$ cat config.mk
export PLATFORM = sky130hd
export DESIGN_NAME = paged_serial_register_port
export DESIGN_NICKNAME = d
export VERILOG_FILES = /design/src/include/paged_serial_pkg.sv /design/src/design/paged_serial_register_port.sv
export VERILOG_INCLUDE_DIRS = /design/src /design/src/include
export SDC_FILE = /design/constraint.sdc
export NUM_CORES = 1
export LEC_CHECK = 0
export BUFFER_PORTS_ARGS = -buffer_cell sky130_fd_sc_hd__buf_4
export CAP_MARGIN = 0
export CORE_ASPECT_RATIO = 0.8
export CORE_MARGIN = 5
export CORE_UTILIZATION = 34
export DETAILED_ROUTE_END_ITERATION = 10
export GPL_TIMING_DRIVEN = 0
export PLACE_DENSITY_LB_ADDON = 0.15
export SLEW_MARGIN = 20
export SYNTH_ARGS = -nofsm -noshare
export SYNTH_HDL_FRONTEND = slang
export SYNTH_SLANG_ARGS = --single-unit
$ cat constraint.sdc
create_clock -name clk_sys -period 7.46 [get_ports clk_sys]
set_input_delay 0.746 -clock clk_sys [delete_from_list [all_inputs] [get_ports clk_sys]]
set_output_delay 0.746 -clock clk_sys [all_outputs]
set_load 0.005 [all_outputs]
$ cat src/include/paged_serial_map.svh
// offsets, field positions, reset values and counts of the paged serial port
`ifndef PAGED_SERIAL_MAP_SVH
`define PAGED_SERIAL_MAP_SVH

`define CMD_DIR_BIT 15
`define CMD_PAGE_HI 14
`define CMD_PAGE_LO 11
`define CMD_INDEX_HI 10
`define CMD_INDEX_LO 5

`define PAGE_DATA 4'h0
`define PAGE_CTRL 4'h1

`define IDX_LAST 6'h1F
`define IDX_RESULT_LAST 6'h0A
`define IDX_DAC 6'h0B
`define IDX_ZERO 6'h10
`define IDX_CONV_CTRL 6'h00
`define IDX_KEY_CTRL 6'h01
`define IDX_DAC_CTRL 6'h02
`define IDX_REF_CTRL 6'h03
`define IDX_SWRST_CTRL 6'h04
`define IDX_TIMING_CFG 6'h05
`define IDX_KEY_MASK 6'h10
`define SLOT_KEY_MASK 3'h6

`define RESULT_RESET 16'h0000
`define DAC_RESET 8'h7F
`define CTRL_RESET 16'h0000
`define WORD_ONES 16'hFFFF
`define WORD_ZERO 16'h0000
`define WORD_LAST_BIT 4'hF

`endif

$ cat src/include/paged_serial_pkg.sv
// types of the paged serial port
package paged_serial_pkg;

    typedef enum logic [1:0] {
        ST_IDLE = 2'b00,
        ST_CMD = 2'b01,
        ST_READ = 2'b10,
        ST_WRITE = 2'b11
    } phase_t;

    typedef struct packed {
        logic [2:0] sclk_sync;
        logic [1:0] mosi_sync;
        logic [2:0] ss_sync;
        phase_t phase;
        logic [3:0] bit_cnt;
        logic [15:0] rx;
        logic [15:0] tx;
        logic [3:0] page;
        logic [5:0] ptr;
        logic past_end;
        logic miso;
        logic miso_oe_n;
        logic [10:0][15:0] results;
        logic [7:0] dac;
        logic [6:0][15:0] ctrl;
    } port_state_t;

endpackage

$ cat src/design/paged_serial_register_port.sv
// serial slave port giving a host access to two pages of 16-bit registers
// Behaviour
// clock idles low, data launched first edge
// commands only honoured after select falls
// 16-bit command word precedes data words
// command bit 15: one reads, zero writes
// bits 14..11 select page 0 or 1
// bits 10..5 give starting register index
// command bits 4..0 are ignored
// 8000 hex reads page 0 from register 0
// 0800 hex writes page 1 from register 0
// pointer steps by one after each word
// reads past page end return FFFF
// MISO shifts out while MOSI shifts in
// host makes the clock and starts transfers
// both sides drive data from first edge
// registers are 16 bits, data and control pages
// reserved data words read FFFF, zero word 0000
// select rising aborts and awaits new command
// complete write word stored before pointer advances
`timescale 1ns/1ps
`include "paged_serial_map.svh"

module paged_serial_register_port (
    input wire logic clk_sys,
    input wire logic srst,
    input wire logic ce,
    input wire logic sclk,
    input wire logic mosi,
    input wire logic ss_n,
    output logic miso,
    output logic miso_oe_n,
    input wire logic meas_wr_en,
    input wire logic [3:0] meas_wr_index,
    input wire logic [15:0] meas_wr_data,
    output logic [7:0] contrast_output_value,
    output logic [15:0] converter_control,
    output logic [15:0] keypad_scan_control,
    output logic [15:0] contrast_output_control,
    output logic [15:0] voltage_reference_control,
    output logic [15:0] software_reset_control,
    output logic [15:0] timing_configuration,
    output logic [15:0] keypad_key_mask
);

    localparam paged_serial_pkg::port_state_t RESET_STATE = '{
        sclk_sync: 3'h0,
        mosi_sync: 2'h0,
        ss_sync: 3'h0,
        phase: paged_serial_pkg::ST_IDLE,
        bit_cnt: 4'h0,
        rx: `WORD_ZERO,
        tx: `WORD_ZERO,
        page: `PAGE_DATA,
        ptr: 6'h00,
        past_end: 1'b0,
        miso: 1'b0,
        miso_oe_n: 1'b1,
        results: {11{`RESULT_RESET}},
        dac: `DAC_RESET,
        ctrl: {7{`CTRL_RESET}}
    };

    paged_serial_pkg::port_state_t q;
    paged_serial_pkg::port_state_t next_q;

    logic sclk_rise;
    logic sclk_fall;
    logic ss_rise;
    logic ss_fall;
    logic in_frame;
    logic word_end;
    logic [15:0] rx_in;
    logic [3:0] cmd_page;
    logic [5:0] cmd_index;

    // word seen at a page and index; unmapped places read all ones
    function automatic logic [15:0] read_word(
        input paged_serial_pkg::port_state_t s,
        input logic [3:0] pg,
        input logic [5:0] idx
    );
        logic [15:0] rd;
        rd = `WORD_ONES;
        if (pg == `PAGE_DATA)
        begin
            if (idx <= `IDX_RESULT_LAST)
            begin
                rd = s.results[idx[3:0]];
            end
            else if (idx == `IDX_DAC)
            begin
                rd = {8'h00, s.dac};
            end
            else if (idx == `IDX_ZERO)
            begin
                rd = `WORD_ZERO;
            end
        end
        else if (pg == `PAGE_CTRL)
        begin
            if (idx <= `IDX_TIMING_CFG)
            begin
                rd = s.ctrl[idx[2:0]];
            end
            else if (idx == `IDX_KEY_MASK)
            begin
                rd = s.ctrl[`SLOT_KEY_MASK];
            end
        end
        return rd;
    endfunction

    // edges come from the second and third synchroniser stages only
    assign sclk_rise = q.sclk_sync[1] & ~q.sclk_sync[2];
    assign sclk_fall = ~q.sclk_sync[1] & q.sclk_sync[2];
    assign ss_rise = q.ss_sync[1] & ~q.ss_sync[2];
    assign ss_fall = ~q.ss_sync[1] & q.ss_sync[2];
    assign in_frame = ~ss_rise & ~ss_fall & (q.phase != paged_serial_pkg::ST_IDLE);
    assign word_end = ce & in_frame & sclk_fall & (q.bit_cnt == `WORD_LAST_BIT);
    assign rx_in = {q.rx[14:0], q.mosi_sync[1]};
    assign cmd_page = rx_in[`CMD_PAGE_HI:`CMD_PAGE_LO];
    // low five command bits are never looked at
    assign cmd_index = rx_in[`CMD_INDEX_HI:`CMD_INDEX_LO]; // see

    always_comb
    begin
        next_q = q;
        next_q.sclk_sync = {q.sclk_sync[1:0], sclk};
        next_q.mosi_sync = {q.mosi_sync[0], mosi};
        next_q.ss_sync = {q.ss_sync[1:0], ss_n};
        if (meas_wr_en && ({2'b00, meas_wr_index} <= `IDX_RESULT_LAST))
        begin
            next_q.results[meas_wr_index] = meas_wr_data;
        end
        if (ss_rise)
        begin
            next_q.phase = paged_serial_pkg::ST_IDLE;
            next_q.bit_cnt = 4'h0;
            next_q.miso = 1'b0;
            next_q.miso_oe_n = 1'b1;
        end
        else if (ss_fall)
        begin
            next_q.phase = paged_serial_pkg::ST_CMD; // see
            next_q.bit_cnt = 4'h0;
            next_q.tx = `WORD_ZERO;
            next_q.miso = 1'b0;
            next_q.miso_oe_n = 1'b0;
        end
        else if (q.phase != paged_serial_pkg::ST_IDLE)
        begin
            if (sclk_rise)
            begin
                // launch on the leading edge, host samples on the trailing one
                next_q.miso = q.tx[15]; // see see
                next_q.tx = {q.tx[14:0], 1'b0};
            end
            if (sclk_fall)
            begin
                next_q.rx = rx_in;
                next_q.bit_cnt = 4'(q.bit_cnt + 4'h1);
            end
            if (word_end)
            begin
                case (q.phase)
                    paged_serial_pkg::ST_CMD:
                    begin
                        next_q.page = cmd_page;
                        next_q.past_end = 1'b0;
                        if (rx_in[`CMD_DIR_BIT])
                        begin
                            next_q.phase = paged_serial_pkg::ST_READ; // see
                            next_q.tx = read_word(q, cmd_page, cmd_index);
                            if (cmd_index == `IDX_LAST)
                            begin
                                next_q.past_end = 1'b1;
                            end
                            else
                            begin
                                next_q.ptr = 6'(cmd_index + 6'h01);
                            end
                        end
                        else
                        begin
                            next_q.phase = paged_serial_pkg::ST_WRITE; // see
                            next_q.ptr = cmd_index;
                        end
                    end
                    paged_serial_pkg::ST_READ:
                    begin
                        if (q.past_end)
                        begin
                            next_q.tx = `WORD_ONES;
                        end
                        else
                        begin
                            next_q.tx = read_word(q, q.page, q.ptr); // see
                            if (q.ptr == `IDX_LAST)
                            begin
                                next_q.past_end = 1'b1;
                            end
                            else
                            begin
                                next_q.ptr = 6'(q.ptr + 6'h01);
                            end
                        end
                    end
                    paged_serial_pkg::ST_WRITE:
                    begin
                        if (!q.past_end)
                        begin
                            if (q.page == `PAGE_DATA && q.ptr == `IDX_DAC)
                            begin
                                next_q.dac = rx_in[7:0];
                            end
                            else if (q.page == `PAGE_CTRL && q.ptr <= `IDX_TIMING_CFG)
                            begin
                                next_q.ctrl[q.ptr[2:0]] = rx_in;
                            end
                            else if (q.page == `PAGE_CTRL && q.ptr == `IDX_KEY_MASK)
                            begin
                                next_q.ctrl[`SLOT_KEY_MASK] = rx_in;
                            end
                            if (q.ptr == `IDX_LAST)
                            begin
                                next_q.past_end = 1'b1;
                            end
                            else
                            begin
                                next_q.ptr = 6'(q.ptr + 6'h01);
                            end
                        end
                    end
                    default:
                    begin
                        next_q.phase = paged_serial_pkg::ST_IDLE;
                    end
                endcase
            end
        end
    end

    always_ff @(posedge clk_sys)
    begin
        if (srst)
        begin
            q <= RESET_STATE;
        end
        else if (ce)
        begin
            q <= next_q;
        end
    end

    assign miso = q.miso;
    assign miso_oe_n = q.miso_oe_n;
    assign contrast_output_value = q.dac;
    assign converter_control = q.ctrl[`IDX_CONV_CTRL];
    assign keypad_scan_control = q.ctrl[`IDX_KEY_CTRL];
    assign contrast_output_control = q.ctrl[`IDX_DAC_CTRL];
    assign voltage_reference_control = q.ctrl[`IDX_REF_CTRL];
    assign software_reset_control = q.ctrl[`IDX_SWRST_CTRL];
    assign timing_configuration = q.ctrl[`IDX_TIMING_CFG];
    assign keypad_key_mask = q.ctrl[`SLOT_KEY_MASK];

    // checks tie each decoded effect to the word that caused it

    no_frame_a: assert property (@(posedge clk_sys) disable iff (srst)
        (q.phase == paged_serial_pkg::ST_IDLE && !ss_fall) |=> $stable(q.ctrl))
        else $error("control page changed outside a frame");

    direction_a: assert property (@(posedge clk_sys) disable iff (srst)
        (word_end && q.phase == paged_serial_pkg::ST_CMD) |=>
        (q.phase == ($past(rx_in[15]) ? paged_serial_pkg::ST_READ
                                      : paged_serial_pkg::ST_WRITE)))
        else $error("command direction decoded wrongly");

    page_decode_a: assert property (@(posedge clk_sys) disable iff (srst)
        (word_end && q.phase == paged_serial_pkg::ST_CMD) |=>
        (q.page == $past(rx_in[14:11])))
        else $error("page select decoded wrongly");

    start_index_a: assert property (@(posedge clk_sys) disable iff (srst)
        (word_end && q.phase == paged_serial_pkg::ST_CMD && !rx_in[15]) |=>
        (q.ptr == $past(rx_in[10:5])))
        else $error("write pointer not loaded from index");

    read_load_a: assert property (@(posedge clk_sys) disable iff (srst)
        (word_end && q.phase == paged_serial_pkg::ST_CMD && rx_in[15]) |=>
        (q.tx == read_word($past(q), $past(rx_in[14:11]), $past(rx_in[10:5]))))
        else $error("first read word not fetched from index");

    step_a: assert property (@(posedge clk_sys) disable iff (srst)
        (word_end && q.phase != paged_serial_pkg::ST_CMD && !q.past_end
            && q.ptr != `IDX_LAST) |=> (q.ptr == 6'($past(q.ptr) + 6'h01)))
        else $error("pointer did not step after a word");

    past_end_a: assert property (@(posedge clk_sys) disable iff (srst)
        (word_end && q.phase == paged_serial_pkg::ST_READ && q.past_end) |=>
        (q.tx == `WORD_ONES))
        else $error("read past page end not all ones");

    shift_out_a: assert property (@(posedge clk_sys) disable iff (srst)
        (ce && in_frame && sclk_rise) |=> (miso == $past(q.tx[15])) ##1 $stable(miso))
        else $error("miso not launched on leading edge");

    abort_a: assert property (@(posedge clk_sys) disable iff (srst)
        (ce && ss_rise) |=> (q.phase == paged_serial_pkg::ST_IDLE && q.bit_cnt == 4'h0
            && miso_oe_n))
        else $error("select rise did not abort the word");

    store_a: assert property (@(posedge clk_sys) disable iff (srst)
        (word_end && q.phase == paged_serial_pkg::ST_WRITE && !q.past_end
            && q.page == `PAGE_CTRL && q.ptr <= `IDX_TIMING_CFG) |=>
        (read_word(q, `PAGE_CTRL, $past(q.ptr)) == $past(rx_in)))
        else $error("write word not stored at pointer");

    frame_open_a: assert property (@(posedge clk_sys) disable iff (srst)
        (ce && ss_fall) |=> (q.phase == paged_serial_pkg::ST_CMD && q.bit_cnt == 4'h0
            && !miso_oe_n))
        else $error("select fall did not open a command");

    idle_hold_a: assert property (@(posedge clk_sys) disable iff (srst)
        (ce && q.phase == paged_serial_pkg::ST_IDLE && !ss_fall) |=>
        (q.phase == paged_serial_pkg::ST_IDLE))
        else $error("frame opened without select fall");

    bit_count_a: assert property (@(posedge clk_sys) disable iff (srst)
        (ce && in_frame && sclk_fall) |=> (q.bit_cnt == 4'($past(q.bit_cnt) + 4'h1)))
        else $error("bit count did not step on a trailing edge");

    shift_in_a: assert property (@(posedge clk_sys) disable iff (srst)
        (ce && in_frame && sclk_fall) |=> (q.rx == $past(rx_in)))
        else $error("mosi bit not captured on trailing edge");

    idle_off_a: assert property (@(posedge clk_sys) disable iff (srst)
        (q.phase == paged_serial_pkg::ST_IDLE) |-> miso_oe_n)
        else $error("miso driven outside a frame");

    page_end_a: assert property (@(posedge clk_sys) disable iff (srst)
        (word_end && q.phase != paged_serial_pkg::ST_CMD && !q.past_end
            && q.ptr == `IDX_LAST) |=> (q.past_end && q.ptr == `IDX_LAST))
        else $error("pointer did not stop at page end");

    gap_ones_a: assert property (@(posedge clk_sys) disable iff (srst)
        (word_end && q.phase == paged_serial_pkg::ST_READ && !q.past_end
            && q.page == `PAGE_DATA && q.ptr > `IDX_DAC && q.ptr < `IDX_ZERO) |=>
        (q.tx == `WORD_ONES))
        else $error("reserved data word not all ones");

    zero_word_a: assert property (@(posedge clk_sys) disable iff (srst)
        (word_end && q.phase == paged_serial_pkg::ST_READ && !q.past_end
            && q.page == `PAGE_DATA && q.ptr == `IDX_ZERO) |=>
        (q.tx == `WORD_ZERO))
        else $error("zero word not read as zero");

    bad_page_read_a: assert property (@(posedge clk_sys) disable iff (srst)
        (word_end && q.phase == paged_serial_pkg::ST_CMD && rx_in[`CMD_DIR_BIT]
            && cmd_page != `PAGE_DATA && cmd_page != `PAGE_CTRL) |=> (q.tx == `WORD_ONES))
        else $error("reserved page read not all ones");

    bad_page_write_a: assert property (@(posedge clk_sys) disable iff (srst)
        (word_end && q.phase == paged_serial_pkg::ST_WRITE && q.page != `PAGE_DATA
            && q.page != `PAGE_CTRL) |=> ($stable(q.ctrl) && $stable(q.dac)))
        else $error("reserved page write changed a register");

    dac_store_a: assert property (@(posedge clk_sys) disable iff (srst)
        (word_end && q.phase == paged_serial_pkg::ST_WRITE && !q.past_end
            && q.page == `PAGE_DATA && q.ptr == `IDX_DAC) |=> (q.dac == $past(rx_in[7:0])))
        else $error("contrast word not stored");

    clock_freeze_a: assert property (@(posedge clk_sys) disable iff (srst)
        (!ce) |=> $stable(q))
        else $error("state moved while clock enable low");

endmodule

==> impl_metrics.tcl <==
set metrics [dict create \
    reg2reg_from "q[299]" \
    drt-total-wl_um 110000 \
    maxSlewViolCount 0 \
    syn_nets 2591 \
    die_w_um 283 \
    syn_inst 2547 \
    synth.most_common_cell "nand2_1" \
    grtUsageMet2_pct 46.8 \
    wire_per_inst_um 31.0 \
    worstPathMaxFanout 12 \
    synthDistinctLibCells 83 \
    postSynthAreaPerCell_um2 7.94 \
    outcome "complete, no violations" \
    post-route-util_pct 40.1 \
    fp-row-count 80 \
    ant_nets 0 \
    synth_flop_cell "dfxtp_1" \
    netlist_area_um2 20200 \
    core_area_um2 59300 \
    grt_pass1_wl_um 152000 \
    final_net_count 2781 \
    synth_top_cell_area_share_pct 35.0 \
    synth_edf_count 0 \
    hold_violations 0 \
    clock_skew_ns 0.0399 \
    setup_violations 0 \
    ys_warn_count 0 \
    hold_path_class "in -> reg" \
    antenna_found_initial 5 \
    overflow 0 \
    drc_errors 0 \
    p_leak_uw 0.00824 \
    max-slew-margin-rel_pct 14.5 \
    hold_buffers 0 \
    drv_cap 0 \
    synth_top_area_cell "dfxtp_1" \
    yosysSeqAreaShare_pct 35.0 \
    drt_first_pass_iters 7 \
    slowest_stage "buf_1" \
    cts.sinks 354 \
    start_util_pct 34.1 \
    async_flop_share_pct 0 \
    cp.required_ns 7.99 \
    grt_most_used_layer "met1" \
    arrival_ns 5.67 \
    via_per_inst 6.09 \
    drt_iter0_markers 3132 \
    netlist_top_cells_count "nand2_1 (606), a21oi_1 (373), dfxtp_1 (354)" \
    hold_ws_ns 0.403 \
    die_y_um 228 \
    critPathLaunch "q[299]" \
    holdCritStartpoint "meas_wr_data[6]" \
    dp_cells 3473 \
    setup-tns-final_ns 0 \
    powerDensity_nw_per_um2 177 \
    place_congestion 1.05 \
    syn2layout_area_growth_pct 17.4 \
    timing.fmax_ghz 0.195 \
    grt_start_max_net_pins 15 \
    cpPeakStageDelay_ns 0.92 \
    clkLatencyLatePin_ns 0.61 \
    gr-usage-met1_pct 47.3 \
    cts_setup_buffers 0 \
    timing.final.crit_period_ns 5.14 \
    crit_chain "buf_2 -> inv_1 -> clkbuf_1 -> buf_1 -> ha_1 -> and3b_1 -> nand2_1 -> o21a_1 -> nor3_2 -> clkbuf_1 -> nand2_1 -> a21oi_1" \
    numCtsBuffers 41 \
    period_share_pct 68.9 \
    ioPinCount 149 \
    dp_hpwl_um 84800 \
    synthTopCellsByArea "dfxtp_1 (35%), nand2_1 (11%), a21oi_1 (9.2%)" \
    end_kind "flop" \
    h-tree-depth 2 \
    die-area_um2 64500 \
    grt_usage_pct 32.7 \
    ctsResizeCount 0 \
    grt_pass1_vias 20500 \
    portBuffers 146 \
    root_buffer "clkbuf_16" \
    finalPower_uw 4210 \
    met3_usage_pct 9.77 \
    final_cell_count_no_fill 3552 \
    ir_drop_uv 167 \
    drive_gt1_share_pct 18.4 \
    postSynthRegisterBits 354 \
    cts_tree "yes" \
    start_kind "flop" \
    vias 21600 \
    clock_path_buffers 3 \
    criticalPathCategory "reg -> reg" \
    rsz0062_at_grt "no" \
    clk_pin_slew_worst_paths_ns 0.07 \
    tightest_slew_ns 1.28 \
]
[registers in the layout, indices dropped and copies added (netlist names)]
register,cells
cmd_index,6
cmd_page,4
contrast_output_control,16
contrast_output_value,8
converter_control,16
keypad_key_mask,16
keypad_scan_control,16
miso,1
miso_oe_n,1
next_q,5
q,217
software_reset_control,16
timing_configuration,16
voltage_reference_control,16
[layer usage]
metal | up-vias | part of all wire, %
met4 | 2 | 3.3
met5 | - | 0.013
met3 | 241 | 12
li1 | 9240 | -
met1 | 10700 | 43
met2 | 1446 | 41
[stage by stage]
| step | instance area (µm²) | worst slack, ns |
|---|---|---|
| floorplan | 20200 | 4.39 |
| global placement | 22300 | 2.30 |
| detailed placement | 22300 | 2.70 |
| CTS | 23700 | 2.69 |
| global route | 23700 | 2.39 |
| finish | 23800 | 2.32 |
[worst paths after layout]
path / endpoint / slack, ns / cells after the start
setup reg to reg: keypad_key_mask[14] / 2.32 / 12
hold reg to reg: q[260] / 0.47 / 2
hold / removal: q[270] / 0.40 / 3
setup / recovery: keypad_key_mask[14] / 2.32 / 12
[final cells by class]
| type | instances | area, µm² |
|---|---|---|
| antenna | 5 | 12.5 |
| buffer | 335 | 1870 |
| clock buffer | 52 | 1120 |
| clock inverter | 22 | 285 |
| fill | 6074 | 35500 |
| inverter | 18 | 67.6 |
| multi-input combinational | 1840 | 11200 |
| sequential | 354 | 7090 |
| tap | 779 | 975 |
| timing repair buffer | 147 | 1100 |
[cell usage in the layout, fill, tap and decap left out, drive strengths merged, types with 8 or more instances in the layout]
cell,instances
a221oi,32
dfxtp,354
a211oi,15
nand3,41
a211o,12
or4,11
o211ai,13
mux2,47
mux2i,139
nand4,12
ha,17
o21ai,65
nand2,607
clkinv,10
a311oi,11
nand2b,19
and2,8
nor2,120
or3,10
a31oi,10
nor2b,23
a22oi,44
a22o,9
nor3,19
buf,344
inv,21
clkbuf,190
o22ai,11
and3,12
a221o,16
mux4,39
a21oi,373
[power breakdown]
| part | switching [µW] | internal (µW) |
|---|---|---|
| clock | 920 | 1250 |
| sequential | 8.69 | 1900 |
| combinational | 106 | 31.5 |
| total | 1040 | 3180 |
[logic make-up after synthesis]
kind of cell    count (synthesis)  synth area share [%]
xor+xnor                        5                 0.216
buf+inv                       353                  9.55
flops                         354                  35.0
mux                           225                  13.8
simple gates                  919                  19.9
compound gates                674                  20.5
fa+ha+maj                      17                  1.05
[worst max-delay path: cells and delay by family, from the launching register on]
kind            cells  cell delay [ns]
buf+inv             5             2.82
simple gates        4             1.08
compound gates      2             0.47
flops               1             0.37
fa+ha+maj           1             0.32
Note: power is estimated with default switching activity, not from simulation.
